==> src/rtl/charger_defines.vh <==
// constants for the charger set-point register block
// assumes one 100 MHz clock; smbus pins sampled as synchronous inputs
//
// Functional notes
// RULE_01: reject ceiling commands above cell-count limit
// RULE_02: reject at 0x1800, 0x2800, 0x4000 and above
// RULE_03: floor drops eight low bits, uses seven
// RULE_04: floor request above 19.2V saturates
// RULE_05: floor word bit 15 is ignored
// RULE_06: floor register at code 0x3e, write-word
// RULE_07: floor word is millivolts, 65.535V full scale
// RULE_08: floor step is 256mV from bit 8
// RULE_09: floor resets to cell-dependent default
// RULE_10: read-word returns stored register contents
// RULE_11: fill rate drops seven low bits, uses six
// RULE_12: fill rate step 128mA from bit 7
// RULE_13: fill rate above 8.064A saturates
// RULE_14: fill rate up to 128mA gives zero
// RULE_15: fill rate resets zero, gate high, charging off
// RULE_16: host writes non-zero fill rate to charge
// RULE_17: fill rate register at code 0x14, write-word
// RULE_18: rejected ceiling write is not acknowledged
// RULE_19: ceiling at 0x15, uses bits 14 to 4
// RULE_20: target only, address 0b0001001
// RULE_21: low byte first, msb first per byte
// RULE_22: commit only after both bytes acknowledged
`ifndef CHARGER_DEFINES_VH
`define CHARGER_DEFINES_VH

// bus address and command codes
`define ADDR_SELF 7'h09
`define CMD_FILL 8'h14
`define CMD_CEIL 8'h15
`define CMD_FLOOR 8'h3e
`define BYTE_BITS 4'h8
`define LAST_TX_BIT 4'h7

// cell-count strap encodings
`define CELL_ONE 2'h0
`define CELL_TWO 2'h1
`define CELL_THREE 2'h2

// smallest rejected ceiling command per cell count
`define CEIL_REJ_1 16'h1800
`define CEIL_REJ_2 16'h2800
`define CEIL_REJ_3 16'h4000

// power-on values
`define CEIL_POR_1 16'h1000
`define CEIL_POR_2 16'h2000
`define CEIL_POR_3 16'h3000
`define FLOOR_POR_1 16'h0c00
`define FLOOR_POR_2 16'h1800
`define FLOOR_POR_3 16'h2400
`define FILL_POR 16'h0000

// field positions and limits
`define CEIL_MSB 14
`define CEIL_LSB 4
`define CEIL_MIN_MV 16'h0400
`define FLOOR_MSB 14
`define FLOOR_LSB 8
`define FLOOR_MAX_CODE 7'h4b
`define FILL_MSB 12
`define FILL_LSB 7
`define FILL_FULL_CODE 6'h3f
`define FILL_MAX_MA 16'h1f80
`define FILL_ZERO_MA 16'h0080

`endif

==> src/rtl/smbus_line_monitor.v <==
// edge and bus-condition detector for the smbus clock and data lines
// assumes scl and sda already synchronous to core_clk
module smbus_line_monitor (
    // clock and reset
    input wire core_clk,
    input wire srst,
    // bus lines
    input wire scl_in,
    input wire sda_in,
    // events, one cycle each
    output wire scl_rise,
    output wire scl_fall,
    output wire start_seen,
    output wire stop_seen
);

reg scl_prev;
reg sda_prev;

// -----------------------------------------------------------------
// previous line levels
// -----------------------------------------------------------------
always @(posedge core_clk)
begin
    if (srst)
    begin
        scl_prev <= 1'b1;
        sda_prev <= 1'b1;
    end
    else
    begin
        scl_prev <= scl_in;
        sda_prev <= sda_in;
    end
end

assign scl_rise = scl_in & ~scl_prev;
assign scl_fall = ~scl_in & scl_prev;
// data moving while clock stays high marks start or stop
assign start_seen = scl_in & scl_prev & sda_prev & ~sda_in;
assign stop_seen = scl_in & scl_prev & ~sda_prev & sda_in;

endmodule // smbus_line_monitor

==> src/rtl/charger_setpoint_registers.v <==
// smbus target holding the charger ceiling, floor and fill-rate set points
// assumes srst marks power-up of the bus supply rail and that the
// cell-count strap is stable while srst is held
`include "charger_defines.vh"

module charger_setpoint_registers (
    // clock and reset
    input wire core_clk,
    input wire srst,
    // cell-count strap
    input wire [1:0] cell_count,
    // smbus lines, data is open drain
    input wire scl_in,
    input wire sda_in,
    output wire sda_out,
    output reg sda_oe,
    // converter codes
    output reg [10:0] ceiling_converter_code,
    output reg [6:0] floor_converter_code,
    output reg [5:0] fill_rate_converter_code,
    // charge path control
    output reg battery_switch_gate,
    output reg charge_enable
);

// -----------------------------------------------------------------
// state and byte-kind codes
// -----------------------------------------------------------------
localparam [2:0] S_IDLE = 3'h0;
localparam [2:0] S_RX = 3'h1;
localparam [2:0] S_ACK = 3'h2;
localparam [2:0] S_TX = 3'h3;
localparam [2:0] S_TXACK = 3'h4;

localparam [1:0] K_ADDR = 2'h0;
localparam [1:0] K_CMD = 2'h1;
localparam [1:0] K_DLO = 2'h2;
localparam [1:0] K_DHI = 2'h3;

// -----------------------------------------------------------------
// decoding helpers
// -----------------------------------------------------------------
function [15:0] ceil_reject_limit;
    input [1:0] cells;
    begin
        case (cells)
            `CELL_TWO: ceil_reject_limit = `CEIL_REJ_2;
            `CELL_THREE: ceil_reject_limit = `CEIL_REJ_3;
            default: ceil_reject_limit = `CEIL_REJ_1;
        endcase
    end
endfunction

function [15:0] ceil_por;
    input [1:0] cells;
    begin
        case (cells)
            `CELL_TWO: ceil_por = `CEIL_POR_2;
            `CELL_THREE: ceil_por = `CEIL_POR_3;
            default: ceil_por = `CEIL_POR_1;
        endcase
    end
endfunction

function [15:0] floor_por;
    input [1:0] cells;
    begin
        case (cells)
            `CELL_TWO: floor_por = `FLOOR_POR_2;
            `CELL_THREE: floor_por = `FLOOR_POR_3;
            default: floor_por = `FLOOR_POR_1;
        endcase
    end
endfunction

function cmd_mapped;
    input [7:0] code;
    begin
        cmd_mapped = (code == `CMD_FILL) || (code == `CMD_CEIL) || (code == `CMD_FLOOR);
    end
endfunction

// -----------------------------------------------------------------
// storage
// -----------------------------------------------------------------
reg [15:0] ceiling_word;
reg [15:0] floor_word;
reg [15:0] fill_word;

reg [2:0] state;
reg [1:0] kind;
reg [3:0] bit_cnt;
reg [7:0] shreg;
reg [7:0] cmd;
reg [7:0] lo_byte;
reg [15:0] write_word;
reg write_pending;
reg tx_after_ack;
reg idle_after_ack;
reg tx_hi;
reg master_ack;

wire scl_rise;
wire scl_fall;
wire start_seen;
wire stop_seen;

reg [15:0] read_word;
reg [10:0] next_ceiling_code;
reg [6:0] next_floor_code;
reg [5:0] next_fill_code;

wire [15:0] ceil_por_word = ceil_por(cell_count);
wire [15:0] floor_por_word = floor_por(cell_count);
wire [15:0] rx_word = {shreg, lo_byte};
wire ceil_rejected = (cmd == `CMD_CEIL) && (rx_word >= ceil_reject_limit(cell_count)); // RULE_01 RULE_02

assign sda_out = 1'b0;

smbus_line_monitor line_monitor (
    .core_clk(core_clk),
    .srst(srst),
    .scl_in(scl_in),
    .sda_in(sda_in),
    .scl_rise(scl_rise),
    .scl_fall(scl_fall),
    .start_seen(start_seen),
    .stop_seen(stop_seen)
);

// -----------------------------------------------------------------
// read-back mux
// -----------------------------------------------------------------
always @*
begin
    case (cmd)
        `CMD_FILL: read_word = fill_word; // RULE_10
        `CMD_CEIL: read_word = ceiling_word;
        `CMD_FLOOR: read_word = floor_word; // RULE_10
        default: read_word = 16'h0000;
    endcase
end

// -----------------------------------------------------------------
// converter decode
// -----------------------------------------------------------------
always @*
begin
    // values under 1024mV shut the regulator off
    if (ceiling_word < `CEIL_MIN_MV)
        next_ceiling_code = 11'h000;
    else
        next_ceiling_code = ceiling_word[`CEIL_MSB:`CEIL_LSB]; // RULE_19

    // bit 15 never reaches the floor converter
    if (floor_word[`FLOOR_MSB:`FLOOR_LSB] > `FLOOR_MAX_CODE) // RULE_05 RULE_07
        next_floor_code = `FLOOR_MAX_CODE; // RULE_04
    else
        next_floor_code = floor_word[`FLOOR_MSB:`FLOOR_LSB]; // RULE_03 RULE_08

    if (fill_word <= `FILL_ZERO_MA)
        next_fill_code = 6'h00; // RULE_14
    else if (fill_word > `FILL_MAX_MA)
        next_fill_code = `FILL_FULL_CODE; // RULE_13
    else
        next_fill_code = fill_word[`FILL_MSB:`FILL_LSB]; // RULE_11 RULE_12
end

always @(posedge core_clk)
begin
    if (srst)
    begin
        ceiling_converter_code <= ceil_por_word[`CEIL_MSB:`CEIL_LSB];
        floor_converter_code <= floor_por_word[`FLOOR_MSB:`FLOOR_LSB];
        fill_rate_converter_code <= 6'h00;
        battery_switch_gate <= 1'b1; // RULE_15
        charge_enable <= 1'b0; // RULE_15
    end
    else
    begin
        ceiling_converter_code <= next_ceiling_code;
        floor_converter_code <= next_floor_code;
        fill_rate_converter_code <= next_fill_code;
        // charging waits for a non-zero fill rate from the host
        battery_switch_gate <= (next_fill_code == 6'h00); // RULE_16
        charge_enable <= (next_fill_code != 6'h00);
    end
end

// -----------------------------------------------------------------
// register writes
// -----------------------------------------------------------------
always @(posedge core_clk)
begin
    if (srst)
    begin
        ceiling_word <= ceil_por(cell_count);
        floor_word <= floor_por(cell_count); // RULE_09
        fill_word <= `FILL_POR; // RULE_15
    end
    else if (write_pending && state == S_ACK && scl_fall && !start_seen && !stop_seen)
    begin
        // lands at the end of the acknowledge of the high byte
        case (cmd)
            `CMD_FILL: fill_word <= write_word; // RULE_17 RULE_22
            `CMD_CEIL: ceiling_word <= write_word; // RULE_22
            `CMD_FLOOR: floor_word <= write_word; // RULE_06 RULE_22
            default: ceiling_word <= ceiling_word;
        endcase
    end
end

// -----------------------------------------------------------------
// smbus target sequencer
// -----------------------------------------------------------------
always @(posedge core_clk)
begin
    if (srst)
    begin
        state <= S_IDLE;
        kind <= K_ADDR;
        bit_cnt <= 4'h0;
        shreg <= 8'h00;
        cmd <= 8'h00;
        lo_byte <= 8'h00;
        write_word <= 16'h0000;
        write_pending <= 1'b0;
        tx_after_ack <= 1'b0;
        idle_after_ack <= 1'b0;
        tx_hi <= 1'b0;
        master_ack <= 1'b0;
        sda_oe <= 1'b0;
    end
    else if (start_seen)
    begin
        // repeated start keeps the command code for a read
        state <= S_RX;
        kind <= K_ADDR;
        bit_cnt <= 4'h0;
        write_pending <= 1'b0;
        sda_oe <= 1'b0;
    end
    else if (stop_seen)
    begin
        state <= S_IDLE;
        write_pending <= 1'b0;
        sda_oe <= 1'b0;
    end
    else
    begin
        case (state)
            S_RX:
            begin
                if (scl_rise && bit_cnt != `BYTE_BITS)
                begin
                    shreg <= {shreg[6:0], sda_in}; // RULE_21
                    bit_cnt <= bit_cnt + 4'h1;
                end
                else if (scl_fall && bit_cnt == `BYTE_BITS)
                begin
                    bit_cnt <= 4'h0;
                    tx_after_ack <= 1'b0;
                    idle_after_ack <= 1'b0;
                    write_pending <= 1'b0;
                    case (kind)
                        K_ADDR:
                        begin
                            if (shreg[7:1] != `ADDR_SELF) // RULE_20
                                state <= S_IDLE;
                            else if (shreg[0] && !cmd_mapped(cmd))
                                state <= S_IDLE;
                            else
                            begin
                                state <= S_ACK;
                                sda_oe <= 1'b1;
                                kind <= K_CMD;
                                tx_after_ack <= shreg[0];
                            end
                        end
                        K_CMD:
                        begin
                            cmd <= shreg;
                            if (cmd_mapped(shreg))
                            begin
                                state <= S_ACK;
                                sda_oe <= 1'b1;
                                kind <= K_DLO;
                            end
                            else
                                state <= S_IDLE;
                        end
                        K_DLO:
                        begin
                            lo_byte <= shreg; // RULE_21
                            state <= S_ACK;
                            sda_oe <= 1'b1;
                            kind <= K_DHI;
                        end
                        default:
                        begin
                            if (ceil_rejected)
                                state <= S_IDLE; // RULE_18
                            else
                            begin
                                state <= S_ACK;
                                sda_oe <= 1'b1;
                                write_word <= rx_word;
                                write_pending <= 1'b1; // RULE_22
                                idle_after_ack <= 1'b1;
                            end
                        end
                    endcase
                end
            end
            S_ACK:
            begin
                if (scl_fall)
                begin
                    write_pending <= 1'b0;
                    bit_cnt <= 4'h0;
                    if (tx_after_ack)
                    begin
                        // low byte goes out first, msb first
                        state <= S_TX;
                        tx_hi <= 1'b0;
                        shreg <= read_word[7:0]; // RULE_21
                        sda_oe <= ~read_word[7];
                    end
                    else
                    begin
                        state <= idle_after_ack ? S_IDLE : S_RX;
                        sda_oe <= 1'b0;
                    end
                end
            end
            S_TX:
            begin
                if (scl_fall)
                begin
                    bit_cnt <= bit_cnt + 4'h1;
                    if (bit_cnt == `LAST_TX_BIT)
                    begin
                        state <= S_TXACK;
                        sda_oe <= 1'b0;
                    end
                    else
                    begin
                        shreg <= {shreg[6:0], 1'b0};
                        sda_oe <= ~shreg[6];
                    end
                end
            end
            S_TXACK:
            begin
                if (scl_rise)
                    master_ack <= ~sda_in;
                else if (scl_fall)
                begin
                    bit_cnt <= 4'h0;
                    if (master_ack && !tx_hi)
                    begin
                        state <= S_TX;
                        tx_hi <= 1'b1;
                        shreg <= read_word[15:8];
                        sda_oe <= ~read_word[15];
                    end
                    else
                        state <= S_IDLE;
                end
            end
            default:
            begin
                state <= S_IDLE;
                sda_oe <= 1'b0;
            end
        endcase
    end
end

endmodule // charger_setpoint_registers

==> config.mk <==
export PLATFORM = sky130hd
export DESIGN_NAME = charger_setpoint_registers
export DESIGN_NICKNAME = d
export VERILOG_FILES = /design/src/rtl/smbus_line_monitor.v /design/src/rtl/charger_setpoint_registers.v
export VERILOG_INCLUDE_DIRS = /design/src /design/src/rtl
export SDC_FILE = /design/constraint.sdc
export NUM_CORES = 1
export LEC_CHECK = 0
export BUFFER_PORTS_ARGS = -buffer_cell sky130_fd_sc_hd__buf_2
export CORE_AREA = 2 2 142 75
export CTS_BUF_LIST = sky130_fd_sc_hd__clkbuf_2
export DETAILED_ROUTE_END_ITERATION = 10
export DIE_AREA = 0 0 144 77
export HOLD_SLACK_MARGIN = 0.05
export PLACE_DENSITY = 0.78
export SYNTH_ARGS = -nofsm -noshare
export SYNTH_HDL_FRONTEND = slang
export SYNTH_SLANG_ARGS = --single-unit
==> constraint.sdc <==
create_clock -name core_clk -period 8.2 [get_ports core_clk]
set_input_delay 1.64 -clock core_clk [delete_from_list [all_inputs] [get_ports core_clk]]
set_output_delay 1.64 -clock core_clk [all_outputs]
set_load 0.01 [all_outputs]
=== After elaboration in Yosys (flattened, before gate mapping) ===
Index checks and enable logic that the tools add are counted.

* ROM bits: 0
* Bits in writable memories: 0
* Latch bits: 0
* Output and inout port bits: 28
* Logic and storage cells: 222
* Memories: 0
* Register bits: 131
* Input port bits: 6

* $mul: 0
* Magnitude comparators: 5
* Bitwise operators: 19
* Mux-type cells: 83
* Add/sub/neg operators: 1
* Div/mod/pow operators: 0
* Shift-type cells: 0
* Reduce and logical (&&, ||, !) cells: 46
* Equality and inequality tests: 44

{| class="wikitable"
|+ Operators by type and width
! operator !! count
|-
| $mux W16 || 6
|-
| $mux W8 || 8
|-
| $pmux W14 S2 || 2
|-
| $pmux W16 S3 || 1
|-
| $eq A8 B5 Y1 const B || 4
|-
| $ne A4 B4 Y1 const B || 8
|-
| $pmux W8 S4 || 1
|-
| $pmux W15 S2 || 1
|-
| $mux W1 || 29
|-
| $ne A2 B2 Y1 const B || 14
|-
| $mux W11 || 2
|-
| $reduce_and A11 Y1 || 2
|-
| $mux W3 || 7
|-
| $reduce_and A7 Y1 || 3
|-
| $mux W4 || 5
|-
| $mux W2 || 9
|-
| $eq A8 B6 Y1 const B || 2
|-
| $ge A16 B16 Y1 || 1
|-
| $gt A16 B13 Y1 const B || 1
|-
| $le A16 B8 Y1 const B || 1
|-
| $lt A16 B11 Y1 const B || 1
|-
| $pmux W4 S4 || 1
|-
| $reduce_and A8 Y1 || 2
|-
| $mux W7 || 2
|-
| 36 further kinds || 85
|}

=== Logic depth before layout (Yosys ltp) ===
* Depth after elaboration: 13
* Gate-level depth with buffers: 12
* Depth with buffers taken out: 10

=== Cells and area by module ===
A second synthesis with hierarchy kept.

* Cells, all modules: 598
* Area, all modules: 5,785.5 sq um

{| class="wikitable"
|+ By module, submodules not included
! module !! sequential area each (sq um) !! area each (sq um) !! cells each !! times used
|-
| charger_setpoint_registers || 2,902.8 || 5,700.5 || 590 || 1
|-
| smbus_line_monitor || 40.0 || 85.1 || 8 || 1
|}

=== Worst setup path before layout ===
No wires, ideal clock.

* Path kind: input-to-reg
* Start point: input port cell_count[0]
* End point: register write_word[0]
* Stages: 12
* Buffers on the path: 2
* Arrival: 3,585 ps
* Data required time: 8,072 ps
* Path slack: 4,487 ps
* Library setup time: 128 ps
* Path through: inv_1 > ha_1 > inv_1 > ha_1 > nand3_1 > nor4_2 > o41ai_1 > and3_4 > buf_6 > buf_12 > mux2i_1 > nor2_1

* Cells in the longest elaborated chain, start to end: 6
* Elaborated cells between the ends (all ways): 7
* Classes of those cells: order compare: 1; eq/ne: 2; mux: 1; bitwise: 1; reduce/logical: 2

{| class="wikitable"
|+ Ends and longest elaborated chain
! what !! RTL line !! RTL
|-
| start, declared || charger_setpoint_registers.v:11 || <nowiki>input wire [1:0] cell_count,</nowiki>
|-
| $eq A2 B2 Y1 / $eq A2 B1 Y1 (equally long branches) || charger_setpoint_registers.v:46 || <nowiki>case (cells)</nowiki>
|-
| $pmux W15 S2 * || charger_setpoint_registers.v:46 ||
|-
| $ge A16 B16 Y1 * || charger_setpoint_registers.v:116 || <nowiki>wire ceil_rejected = (cmd == `CMD_CEIL) && (rx_word >= ceil_reject_limit(cell_count));</nowiki>
|-
| $logic_and A1 B1 Y1 * || charger_setpoint_registers.v:116 ||
|-
| $not A1 Y1 (no source line) * || n/a ||
|-
| $reduce_and A7 Y1 (no source line) * || n/a ||
|-
| end signal, assigned || charger_setpoint_registers.v:307 || <nowiki>write_word <= rx_word;</nowiki>
|-
| end, declared || charger_setpoint_registers.v:96 || <nowiki>reg [15:0] write_word;</nowiki>
|}

Mark *: on every way between the ends. The rest lies on a longest branch, timed or not.
A chain may end at the register's enable or synchronous reset.

=== Worst setup path after layout ===
* Start point: input port cell_count[1]
* End point: register write_word[9]

The elaborated chain is that of the path after synthesis.

==> results.sh <==
export IMPL_status="completed"
export IMPL_critical_path_max_stage_delay_ns=0.75
export IMPL_wirelength_mm=15.3
export IMPL_ys_seq_elements=131
export IMPL_cp_start_kind="input pin"
export IMPL_cts_buffer_depth=2
export IMPL_port_buffers=32
export IMPL_ctsResizeCount=0
export IMPL_postSynthAreaPerCell_sq_um=9.35
export IMPL_yosysTopAreaCellShare=0.340
export IMPL_crit_chain="buf_2, inv_1, ha_1, inv_1, ha_1, a21oi_1, o22ai_1, o41ai_1, and3_4, mux2i_1, nor2_1"
export IMPL_routedWlPerCell_microns=19.3
export IMPL_numCtsBuffers=17
export IMPL_setup_ws_ns=4.46
export IMPL_fmax_mhz=267
export IMPL_root_buffer="clkbuf_2"
export IMPL_ir_drop_v=0.000106
export IMPL_viasPerCell=6.20
export IMPL_grt_max_degree=73
export IMPL_synth_cell_types=68
export IMPL_relSlewSlack=0.119
export IMPL_p_total_mw=1.14
export IMPL_hp_start="cmd[2]"
export IMPL_syn_nets=644
export IMPL_die_area_sq_um=11100
export IMPL_vias=4919
export IMPL_synth_area_sq_um=5840
export IMPL_report_final_setup_viol=0
export IMPL_grt_setup_unrepaired="no"
export IMPL_regArea_sq_um=2940
export IMPL_die_y_microns=77
export IMPL_tritoncts="done"
export IMPL_finalCritPeriodShare=0.457
export IMPL_hold_viol=0
export IMPL_cp_max_fo=18
export IMPL_dp_cells=761
export IMPL_synthFlopType="dfxtp_1"
export IMPL_critPathKind="in -> reg"
export IMPL_grt_pass1_vias=4474
export IMPL_ys_warn_count=0
export IMPL_synthCells=624
export IMPL_dr_pass1_iters=6
export IMPL_crit_slowest_cell="o41ai_1"
export IMPL_min_to="cmd[2]"
export IMPL_post_synth_top_area_cell="dfxtp_1"
export IMPL_core_area_sq_um=9860
export IMPL_synthToLayoutAreaGrowth_pct=7.18
export IMPL_grt_usage=0.289
export IMPL_reg2reg_to="write_word[9]"
export IMPL_fillers=806
export IMPL_r2r_start="shreg[3]"
export IMPL_rrSetupSlack_ns=5.12
export IMPL_cts_setup_buffers=0
export IMPL_seq_area_frac_synth=0.504
export IMPL_ant_nets=0
export IMPL_ys_top_cells_by_area="dfxtp_1 34%, edfxtp_1 16%, nand2_1 4.8%"
export IMPL_grt_pass1_wl_mm=24.0
export IMPL_ios=34
export IMPL_grt_overflow=0
export IMPL_dp_hpwl_mm=11.0
export IMPL_start_util=0.592
export IMPL_clkSinkCount=131
export IMPL_r2r_cells=8
export IMPL_synth_common_cells="99 x dfxtp_1, 75 x nand2_1, 74 x nor2_1"
export IMPL_async_flop_share=0
export IMPL_clock_skew_final_ns=0.0396
export IMPL_period_needed_ns=3.74
export IMPL_hold_path_class="reg -> reg"
export IMPL_synth_most_common_cell="dfxtp_1"
export IMPL_fin_area_sq_um=6250
export IMPL_leakage_nw=2.22
export IMPL_worst_ep_arrival_time_ns=4.32
export IMPL_crit_required_ns=8.78
export IMPL_hold_depth=2
export IMPL_gp_congestion=0.952
export IMPL_placed_cell_area_sq_um=6020
export IMPL_path_clk_slew_ns=0.20
export IMPL_rows=26
export IMPL_dr_first_iter_drc_count=749
export IMPL_die_width_microns=144
export IMPL_antenna_found_initial=1
export IMPL_power_density_nw_per_um2=183
export IMPL_fin_cells=794
export IMPL_cts_max_level=4
export IMPL_clk_insertion_delay_late_ns=0.71
export IMPL_nets=660
export IMPL_tightest_slew_ns=1.32
export IMPL_slew_viol_final=0
export IMPL_max_cap_violations=0
export IMPL_multi_input_area_sq_um=2630
export IMPL_drc=0
export IMPL_cp_end_kind="flop"
export IMPL_synth_enable_flop_cells=32
export IMPL_cts_hold_fix_buffers=0
export IMPL_timing_hold_ws_ns=0.479
export IMPL_place_ws_ns=3.82
export IMPL_utilization=0.635
export IMPL_fin_tns_setup_ns=0
export IMPL_drive_gt1_frac=0.132
power by group:
group	switching (mW)	leakage, nW	total (mW)	internal, mW
sequential	0.0164	1.11	0.696	0.680
combinational	0.0387	0.973	0.0605	0.0218
clock	0.267	0.132	0.385	0.117
cells in the final DEF (no fill, tap or decap), drive strengths merged, types with 3 or more instances in the layout:
| cell | synthesis | final |
|---|---|---|
| a221oi | 4 | 4 |
| a21oi | 52 | 52 |
| nor2b | 27 | 27 |
| a22oi | 17 | 17 |
| buf | 14 | 38 |
| dfxtp | 99 | 99 |
| and2 | 6 | 6 |
| nand2b | 5 | 5 |
| a311oi | 4 | 4 |
| and4b | 3 | 3 |
| clkinvlp | 0 | 3 |
| nor4 | 5 | 5 |
| xor2 | 3 | 3 |
| inv | 18 | 25 |
| clkinv | 0 | 4 |
| nand4 | 3 | 3 |
| clkbuf | 27 | 17 |
| o21ai | 8 | 8 |
| a211oi | 7 | 7 |
| ha | 14 | 14 |
| nor3b | 4 | 4 |
| o22ai | 6 | 6 |
| a32oi | 4 | 4 |
| nor3 | 6 | 6 |
| a22o | 5 | 5 |
| nor2 | 75 | 75 |
| nand3 | 23 | 23 |
| or2 | 8 | 8 |
| a31oi | 4 | 4 |
| nand2 | 75 | 75 |
| mux2 | 5 | 5 |
| or4 | 3 | 3 |
| o22a | 3 | 3 |
| edfxtp | 32 | 32 |
| mux2i | 22 | 22 |
critical path: cells and delay by family:
kind / cells / cell delay [ns]
compound gates: 3 / 1.04
mux: 1 / 0.28
fa+ha+maj: 2 / 0.51
buf+inv: 3 / 0.25
simple gates: 2 / 0.61
per-layer routing:
layer,vias up,part of all wire,track usage
met1,2317,0.44,0.442
met3,42,0.14,0.0993
met4,0,0.014,0.0716
li1,2249,-,-
met2,311,0.40,0.385
met5,-,0,0
cells by family after synthesis:
group,count (synthesis),synth area share
buf+inv,59,0.0455
xor+xnor,5,0.00751
mux,27,0.0474
other cells,1,0.000643
flops,131,0.504
compound gates,134,0.154
fa+ha+maj,14,0.0300
simple gates,253,0.211
flip-flops by register name, indices dropped and copies added, names as in the netlist, 2 cells and up:
| signal | count |
|---|---|
| floor_word | 16 |
| bit_cnt | 4 |
| shreg | 8 |
| ceiling_converter_code | 11 |
| kind | 2 |
| ceiling_word | 16 |
| lo_byte | 8 |
| write_word | 16 |
| state | 3 |
| cmd | 8 |
| floor_converter_code | 7 |
| fill_rate_converter_code | 6 |
| fill_word | 16 |
worst max path at each step:
stage,from,to,slack (ns),cells past startpoint
2_1_floorplan,cell_count[0],write_word[0],4.49,12
3_3_place_gp,cell_count[0],write_word[4],3.96,11
3_5_place_dp,cell_count[0],write_word[9],3.82,11
4_1_cts,cell_count[1],write_word[9],4.56,11
5_1_grt,cell_count[1],write_word[9],4.30,11
6_report,cell_count[1],write_word[9],4.46,11
layout make-up:
cell class	count	share of cell area
Clock buffer	17	0.0136
Sequential cell	131	0.470
Timing Repair Buffer	38	0.0332
Multi-Input combinational cell	434	0.420
Antenna cell	1	0.000400
Clock inverter	15	0.0234
Tap cell	140	0.0280
Inverter	18	0.0108
Power figures use the tool's default switching activity.
